## src/pkg/pam_defines.svh

```systemverilog
// constants for the port A alternate function multiplexer
`ifndef PAM_DEFINES_SVH
`define PAM_DEFINES_SVH

`define PAM_NPINS      6
`define PAM_PIN_XIN    0
`define PAM_PIN_XOUT   1
// select codes {low,high}: the low select bit is the upper code bit
`define PAM_CODE_00    2'h0
`define PAM_CODE_01    2'h1
`define PAM_CODE_10    2'h2
`define PAM_CODE_11    2'h3

`endif

```

## src/pkg/pam_pkg.sv

```systemverilog
// types shared by the port A alternate function multiplexer
package pam_pkg;

  // peripheral-side signals driven toward the pins
  typedef struct packed {
    logic t0_out;     // timer 0 output
    logic t1_out;     // timer 1 output
    logic de0;        // uart 0 driver enable
    logic uart0_transmit_line;       // uart 0 transmit
    logic comparator_result_pin;       // comparator result
    logic xtal_out;   // crystal oscillator drive
  } pam_periph_out_t;

  // pin values delivered to peripheral inputs
  typedef struct packed {
    logic t0_in;      // timer 0 input
    logic t1_in;      // timer 1 input
    logic clk_in;     // external clock input
    logic rst_in;     // external reset input
    logic uart0_clear_to_send;       // uart 0 clear to send
    logic uart0_receive_line;       // uart 0 receive
    logic xtal_in;    // crystal oscillator input
  } pam_periph_in_t;

  // analog switch enables per function
  typedef struct packed {
    logic adc_vref_p1;  // adc input/reference on pin 1
    logic adc_in_p3;    // adc input on pin 3
    logic ana_neg_p4;   // adc/comparator negative on pin 4
    logic ana_pos_p5;   // adc/comparator positive on pin 5
  } pam_analog_t;

endpackage : pam_pkg

```

## src/verilog/pam_pin_slice.sv

```systemverilog
// one pin's gpio/alternate output and direction selection
`timescale 1ns/10ps
module pam_pin_slice (
  input  wire logic gpio_out_i,   // port output data bit
  input  wire logic gpio_oe_i,    // port direction: 1 drives
  input  wire logic af_en_i,      // alternate function enable
  input  wire logic af_valid_i,   // select code maps a peripheral
  input  wire logic af_out_i,     // peripheral output value
  input  wire logic af_oe_i,      // peripheral direction
  output logic      pin_out_o,    // resolved pin output value
  output logic      pin_oe_o      // resolved pin output enable
);
  // reserved codes leave the pin undriven and unowned
  always_comb begin
    if (af_en_i) begin
      pin_out_o = af_valid_i & af_out_i;
      pin_oe_o  = af_valid_i & af_oe_i;
    end else begin
      pin_out_o = gpio_out_i;
      pin_oe_o  = gpio_oe_i;
    end
  end
endmodule : pam_pin_slice

```

## src/verilog/pam_port_mux.sv

```systemverilog
// port A alternate function multiplexer, six pins
`timescale 1ns/10ps
`include "pam_defines.svh"

// Operation
// per-pin enable picks gpio or alternate
// alternate mode gives direction to peripheral
// code is {low select bit, high select bit}
// crystal enable overrides pins 0 and 1
// pin0 t0 in/~t0 out; pin1 t0, clk, adc
// pin2 de0, reset in, t1 out
// pin3 uart0_clear_to_send, comparator out, t1 in, adc
// pin4 uart0_receive_line or analog negative input
// pin5 uart0_transmit_line, ~t1 out, analog positive
// analog needs enable plus matching code
// reserved codes connect no peripheral
module pam_port_mux
  import pam_pkg::*;
#(
  parameter int NPINS = `PAM_NPINS    // pins served
) (
  input  wire logic             mclk_i,          // system clock
  input  wire logic             sys_rst_i,       // async reset, high
  input  wire logic [NPINS-1:0] af_enable_i,     // alt enable per pin
  input  wire logic [NPINS-1:0] function_select_low_i,  // low code bit
  input  wire logic [NPINS-1:0] function_select_high_i, // high code bit
  input  wire logic [NPINS-1:0] gpio_out_i,      // port data out
  input  wire logic [NPINS-1:0] gpio_dir_out_i,  // 1 = output
  input  wire logic             xtal_en_i,       // crystal enabled
  input  wire logic             t0_oe_i,         // timer0 drives pin
  input  wire logic             t1_oe_i,         // timer1 drives pin
  input  wire pam_periph_out_t  periph_i,        // peripheral outputs
  input  wire logic [NPINS-1:0] pin_in_i,        // pad input levels
  output pam_periph_in_t        periph_o,        // peripheral inputs
  output pam_analog_t           analog_o,        // analog switches
  output logic [NPINS-1:0]      pin_out_o,       // pad output values
  output logic [NPINS-1:0]      pin_oe_o         // pad drive enables
);

  // ------------------------------------------------------------
  // elaboration check
  // ------------------------------------------------------------
  // the function table is fixed to six pins
  if (NPINS != `PAM_NPINS) begin : g_bad_npins
    $error("pam_port_mux supports exactly six pins");
  end

  // ------------------------------------------------------------
  // select codes
  // ------------------------------------------------------------
  logic [1:0] code [NPINS];   // per-pin function code
  always_comb begin
    for (int i = 0; i < NPINS; i++) begin
      code[i] = {function_select_low_i[i], function_select_high_i[i]};
    end
  end

  // ------------------------------------------------------------
  // per-pin alternate output, direction and validity
  // ------------------------------------------------------------
  logic [NPINS-1:0] af_out;    // peripheral value per pin
  logic [NPINS-1:0] af_oe;     // peripheral direction per pin
  logic [NPINS-1:0] af_valid;  // code names a peripheral
  always_comb begin
    af_out   = '0;
    af_oe    = '0;
    af_valid = '0;
    // pin 0: timer0 input or inverted timer0 output
    case (code[0])
      `PAM_CODE_00: af_valid[0] = 1'b1;
      `PAM_CODE_11: begin
        af_valid[0] = 1'b1;
        af_out[0]   = ~periph_i.t0_out;
        af_oe[0]    = t0_oe_i;
      end
      default: af_valid[0] = 1'b0;
    endcase
    // pin 1: timer0 output, clock input, analog
    case (code[1])
      `PAM_CODE_00: begin
        af_valid[1] = 1'b1;
        af_out[1]   = periph_i.t0_out;
        af_oe[1]    = t0_oe_i;
      end
      `PAM_CODE_10: af_valid[1] = 1'b1;
      `PAM_CODE_11: af_valid[1] = 1'b1;                 // analog: undriven
      default:      af_valid[1] = 1'b0;
    endcase
    // pin 2: driver enable, reset input, timer1 output
    case (code[2])
      `PAM_CODE_00: begin
        af_valid[2] = 1'b1;
        af_out[2]   = periph_i.de0;
        af_oe[2]    = 1'b1;
      end
      `PAM_CODE_01: af_valid[2] = 1'b1;                 // reset input
      `PAM_CODE_10: begin
        af_valid[2] = 1'b1;
        af_out[2]   = periph_i.t1_out;
        af_oe[2]    = t1_oe_i;
      end
      default: af_valid[2] = 1'b0;
    endcase
    // pin 3: clear to send, comparator, timer1 input, adc
    case (code[3])
      `PAM_CODE_01: begin
        af_valid[3] = 1'b1;
        af_out[3]   = periph_i.comparator_result_pin;
        af_oe[3]    = 1'b1;
      end
      default: af_valid[3] = 1'b1;                      // all codes used
    endcase
    // pin 4: receive data or negative analog input
    case (code[4])
      `PAM_CODE_00: af_valid[4] = 1'b1;
      `PAM_CODE_11: af_valid[4] = 1'b1;
      default:      af_valid[4] = 1'b0;
    endcase
    // pin 5: transmit, inverted timer1, positive analog
    case (code[5])
      `PAM_CODE_00: begin
        af_valid[5] = 1'b1;
        af_out[5]   = periph_i.uart0_transmit_line;
        af_oe[5]    = 1'b1;
      end
      `PAM_CODE_01: begin
        af_valid[5] = 1'b1;
        af_out[5]   = ~periph_i.t1_out;
        af_oe[5]    = t1_oe_i;
      end
      `PAM_CODE_11: af_valid[5] = 1'b1;
      default:      af_valid[5] = 1'b0;
    endcase
  end

  // ------------------------------------------------------------
  // pad resolution, one slice per pin
  // ------------------------------------------------------------
  logic [NPINS-1:0] mux_out;   // slice output value
  logic [NPINS-1:0] mux_oe;    // slice output enable
  for (genvar g = 0; g < NPINS; g++) begin : g_slice
    pam_pin_slice u_slice (
      .gpio_out_i (gpio_out_i[g]),
      .gpio_oe_i  (gpio_dir_out_i[g]),
      .af_en_i    (af_enable_i[g]),
      .af_valid_i (af_valid[g]),
      .af_out_i   (af_out[g]),
      .af_oe_i    (af_oe[g]),
      .pin_out_o  (mux_out[g]),
      .pin_oe_o   (mux_oe[g])
    );
  end

  // ------------------------------------------------------------
  // next-state computation
  // ------------------------------------------------------------
  logic [NPINS-1:0] pin_out_d, pin_oe_d;  // pad next values
  pam_periph_in_t   periph_d;             // peripheral input next
  pam_analog_t      analog_d;             // analog switch next
  always_comb begin
    pin_out_d = mux_out;
    pin_oe_d  = mux_oe;
    // crystal takes pins 0 and 1 whatever the port says
    if (xtal_en_i) begin
      pin_out_d[`PAM_PIN_XIN]  = 1'b0;
      pin_oe_d[`PAM_PIN_XIN]   = 1'b0;
      pin_out_d[`PAM_PIN_XOUT] = periph_i.xtal_out;
      pin_oe_d[`PAM_PIN_XOUT]  = 1'b1;
    end
    // peripheral inputs only see the pin when routed to them
    periph_d.t0_in  = af_enable_i[0] && code[0] == `PAM_CODE_00
                      && !xtal_en_i && pin_in_i[0];
    periph_d.clk_in = af_enable_i[1] && code[1] == `PAM_CODE_10
                      && !xtal_en_i && pin_in_i[1];
    periph_d.rst_in = af_enable_i[2] && code[2] == `PAM_CODE_01
                      && pin_in_i[2];
    periph_d.uart0_clear_to_send   = af_enable_i[3] && code[3] == `PAM_CODE_00
                      && pin_in_i[3];
    periph_d.t1_in  = af_enable_i[3] && code[3] == `PAM_CODE_10
                      && pin_in_i[3];
    periph_d.uart0_receive_line   = af_enable_i[4] && code[4] == `PAM_CODE_00
                      && pin_in_i[4];
    periph_d.xtal_in = xtal_en_i && pin_in_i[`PAM_PIN_XIN];
    // analog switches need enable and matching code
    analog_d.adc_vref_p1 = af_enable_i[1] && !xtal_en_i
                           && code[1] == `PAM_CODE_11;
    analog_d.adc_in_p3   = af_enable_i[3]
                           && code[3] == `PAM_CODE_11;
    analog_d.ana_neg_p4  = af_enable_i[4]
                           && code[4] == `PAM_CODE_11;
    analog_d.ana_pos_p5  = af_enable_i[5]
                           && code[5] == `PAM_CODE_11;
  end

  // ------------------------------------------------------------
  // output registers
  // ------------------------------------------------------------
  // registering costs one cycle of latency but gives clean pads
  always_ff @(posedge mclk_i or posedge sys_rst_i) begin
    if (sys_rst_i) begin
      pin_out_o <= '0;
      pin_oe_o  <= '0;
      periph_o  <= '0;
      analog_o  <= '0;
    end else begin
      pin_out_o <= pin_out_d;
      pin_oe_o  <= pin_oe_d;
      periph_o  <= periph_d;
      analog_o  <= analog_d;
    end
  end

  // ------------------------------------------------------------
  // assertions
  // ------------------------------------------------------------
  chk_gpio_pass: assert property (@(posedge mclk_i) disable iff (sys_rst_i)
    !af_enable_i[2] |=> pin_oe_o[2] == $past(gpio_dir_out_i[2]))
    else $error("pin 2 gpio direction not passed");
  chk_af_dir: assert property (@(posedge mclk_i) disable iff (sys_rst_i)
    af_enable_i[5] && code[5] == `PAM_CODE_00 |=> pin_oe_o[5])
    else $error("pin 5 transmit not driving");
  chk_code_bits: assert property (@(posedge mclk_i) disable iff (sys_rst_i)
    af_enable_i[3] && function_select_high_i[3] && !function_select_low_i[3]
    |=> pin_out_o[3] == $past(periph_i.comparator_result_pin))
    else $error("pin 3 code bits misread");
  chk_xtal_ovr: assert property (@(posedge mclk_i) disable iff (sys_rst_i)
    xtal_en_i |=> pin_oe_o[1] && !pin_oe_o[0] && !periph_o.t0_in)
    else $error("crystal override missing");
  chk_t0_inv: assert property (@(posedge mclk_i) disable iff (sys_rst_i)
    af_enable_i[0] && code[0] == `PAM_CODE_11 && !xtal_en_i
    |=> pin_out_o[0] != $past(periph_i.t0_out))
    else $error("pin 0 timer output not inverted");
  chk_rst_route: assert property (@(posedge mclk_i) disable iff (sys_rst_i)
    periph_o.rst_in |-> $past(code[2]) == `PAM_CODE_01)
    else $error("reset input routed on wrong code");
  chk_t1_in: assert property (@(posedge mclk_i) disable iff (sys_rst_i)
    periph_o.t1_in |-> $past(af_enable_i[3] && pin_in_i[3]))
    else $error("timer1 input without routing");
  chk_rx_route: assert property (@(posedge mclk_i) disable iff (sys_rst_i)
    periph_o.uart0_receive_line |-> $past(code[4]) == `PAM_CODE_00)
    else $error("receive routed on wrong code");
  chk_t1_cmp: assert property (@(posedge mclk_i) disable iff (sys_rst_i)
    af_enable_i[5] && code[5] == `PAM_CODE_01
    |=> pin_out_o[5] != $past(periph_i.t1_out))
    else $error("pin 5 timer1 not inverted");
  chk_ana_gate: assert property (@(posedge mclk_i) disable iff (sys_rst_i)
    !af_enable_i[4] |=> !analog_o.ana_neg_p4)
    else $error("analog switch without enable");
  chk_rsv_idle: assert property (@(posedge mclk_i) disable iff (sys_rst_i)
    af_enable_i[4] && code[4] == `PAM_CODE_01
    |=> !pin_oe_o[4] && !periph_o.uart0_receive_line)
    else $error("reserved code connected something");

  cov_xtal: cover property (@(posedge mclk_i) xtal_en_i ##1 pin_oe_o[1]);
  cov_tx: cover property (@(posedge mclk_i) pin_oe_o[5] && af_enable_i[5]);
  cov_ana: cover property (@(posedge mclk_i) analog_o.ana_pos_p5);
  cov_rst: cover property (@(posedge mclk_i) periph_o.rst_in);

endmodule : pam_port_mux

```

## config.mk

```make
export PLATFORM = sky130hd
export DESIGN_NAME = pam_port_mux
export DESIGN_NICKNAME = d
export VERILOG_FILES = /design/src/pkg/pam_pkg.sv /design/src/verilog/pam_pin_slice.sv /design/src/verilog/pam_port_mux.sv
export VERILOG_INCLUDE_DIRS = /design/src /design/src/pkg
export SDC_FILE = /design/constraint.sdc
export NUM_CORES = 1
export LEC_CHECK = 0
export ABC_AREA = 0
export BUFFER_PORTS_ARGS = -buffer_cell sky130_fd_sc_hd__buf_2
export CORE_MARGIN = 1
export CORE_UTILIZATION = 36
export CTS_BUF_LIST = sky130_fd_sc_hd__clkbuf_8
export DETAILED_ROUTE_END_ITERATION = 12
export GPL_TIMING_DRIVEN = 0
export PLACE_DENSITY = 0.87
export SLEW_MARGIN = 20
export SYNTH_ARGS = -nofsm -noshare
export SYNTH_HDL_FRONTEND = slang
export SYNTH_SLANG_ARGS = --single-unit
```

## constraint.sdc

```tcl
create_clock -name mclk_i -period 0.8 [get_ports mclk_i]
set_input_delay 0.12 -clock mclk_i [delete_from_list [all_inputs] [get_ports mclk_i]]
set_output_delay 0.12 -clock mclk_i [all_outputs]
set_load 0.01 [all_outputs]
```

==> out/metrics.cfg <==
[status]
outcome=finished with violations
violations=negative setup slack

[global_route]
antenna_found_initial=0
grt-ovfl-total=0
grt_max_degree=24
first_global_vias=758
grt_first_pass_wirelength_um=3110
grtUsageTotal_pct=15.3

[run]
cap_violations=0

[timing]
min_period_over_period_pct=110
relSlewSlack_pct=44.5
hold_viol=0
timing.fmax_mhz=1140
worst_slack_ns=-0.0810
post-route-min-period_ns=0.881
setup_viol=23
rsz0062_at_grt=yes
fin_tns_setup_ns=-1.52
holdWs_ns=0.0226
worst_pin_slew_ns=0.832
drv_slew=0

[setup_path]
critical_path_class=reg2out
cpLargestDelayFamily=flip-flops
cp-end-kind=output pin
cp.buffers_inverters=1
cpMaxStageDelayCell=dfrtp_1
critPathArrivalTime_ns=0.76
crit_chain=buf_2
start_kind=flop
critPathMaxStageDelay_ns=0.37
path_max_fanout=1
required_ns=0.68
startpoint=periph_o[1]

[drt]
drt_wl_total_um=2020
vias=810
drt_iter0_drc=3
dr.pass1.iters=4
wl_per_cell_um=11.9
drtAntennaViolNets=0
drcViolationCount=0
viasPerCell=4.76

[power_and_ir_drop]
vdd_ir_drop_max_uv=897
power_density_nw_per_um2=1690
finalPower_mw=2.25
p_leak_nw=0.753

[final_layout]
regArea_um2=576
synthToLayoutAreaGrowth_pct=46.2
multi_input_comb_area_um2=317
fill_cells=200
layout-drive-gt1-share_pct=55.6
nets=190
antennaDiodeCount=0
final_util_pct=58.1

[place]
dp.final_hpwl_um=1650
post-place-ws_ns=-0.120
port_buffers=67
gp_congestion=0.696

[synthesis]
yosys_warnings=0
synth_edf_count=0
synthCells=71
syn_area_um2=912
synth_area_per_cell_um2=12.8
async_reset_ff_share_pct=100
ys_ff_latch=23
synth_nets=118
synth-seq-area-share_pct=63.1
ys_types=27
ys.flop_type=dfrtp_1

[clocking]
htree_num_levels=1
cts_tree=done
cts_hold_buffers=0
cts_buffers=3
clock-sinks=23
cts.path.max_buffers=2
clkTransAtPathRegs_ns=0.07
cts-root-buf=clkbuf_8

[floorplanning]
io_pins=70
die_area_um2=2740
initial_core_util_pct=39.7
core_area_um2=2300
die_x_um=52.3
rows=17
fp.dieH_um=52.3

[worst_hold_path]
min_path_type=in2async

==> per-layer routing <==
| metal | vias up | part of all wire (%) | track usage (%) |
|---|---|---|---|
| met2 | 33 | 55 | 30.0 |
| met3 | 4 | 5.1 | 2.32 |
| li1 | 390 | - | - |
| met1 | 383 | 39 | 16.1 |
| met5 | - | 0 | 0 |
| met4 | 0 | 1.1 | 5.70 |
==> power breakdown <==
part / internal, mW / switching, mW
logic: 0.183 / 0.170
clock network: 0.341 / 0.327
registers: 1.22 / 0.0136
total: 1.74 / 0.511
==> cells in the mapped netlist (2+ instances only) <==
cell / instances / share of area, %
nand2_1: 2 / 0.82
mux2_2: 4 / 4.9
dfrtp_1: 23 / 63
inv_1: 4 / 1.6
and3_1: 3 / 2.1
a21oi_1: 6 / 3.3
nor2_1: 2 / 0.82
nand2b_1: 4 / 2.7
nor2b_1: 5 / 3.4
==> final cells by class <==
cell class	instances	share of cell area [%]
timing repair buffer	67	25.6
buffer	1	0.375
multi-input combinational	43	23.7
clock inverter	1	0.281
tap	28	2.63
clock buffer	3	3.10
inverter	4	1.13
sequential	23	43.2
==> metrics by stage <==
stage	std cells	cell area, µm²
floorplan	71	912
global placement	166	1280
detailed placement	166	1280
CTS	170	1330
global route	170	1330
finish	170	1330
==> state kept, by name, indices dropped and copies added (netlist names) <==
signal	cells
pin_out_o	6
pin_oe_o	6
analog_o	4
periph_o	7
==> cells in the final DEF, fill, tap and decap left out, drive strengths merged <==
cell type	n
mux2i	1
nand2	2
nor4b	1
and2	1
nor2	2
a21oi	6
a311oi	1
mux2	5
nor3b	1
o21ai	1
inv	5
nand3b	1
a311o	1
nand2b	4
buf	68
nand4b	1
nor4bb	1
nor2b	5
nand3	1
nand4	1
nor3	2
clkbuf	3
dfrtp	23
and4b	2
and3	3
==> kinds of logic (layout without fill, tap and decap cells) <==
group | count (synthesis) | count (layout) | synth area share [%]
AND/OR/NAND/NOR | 28 | 28 | 21.1
flip-flops | 23 | 23 | 63.1
AO/OA/AOI/OAI | 9 | 9 | 5.90
multiplexers | 6 | 6 | 7.68
buffers and inverters | 5 | 76 | 2.19
==> worst paths after layout <==
check	to	depth (start not counted)	slack (ns)
worst max-delay path	periph_o[1]	1	-0.08
worst min-delay path	pin_oe_o[1]	2	0.02
min in group mclk_i	periph_o[1]	2	0.02
max in group asynchronous	pin_out_o[4]	2	0.27
==> timing repair <==
| action | 4_1_cts | 5_1_grt |
|---|---|---|
| buffers inserted | 0 | 0 |
| pin swaps | 0 | 0 |
| gates cloned | 0 | 0 |
| setup endpoints to repair | 23 | 23 |
| resized for setup | 0 | 1 |
Power figures use the tool's default switching activity.
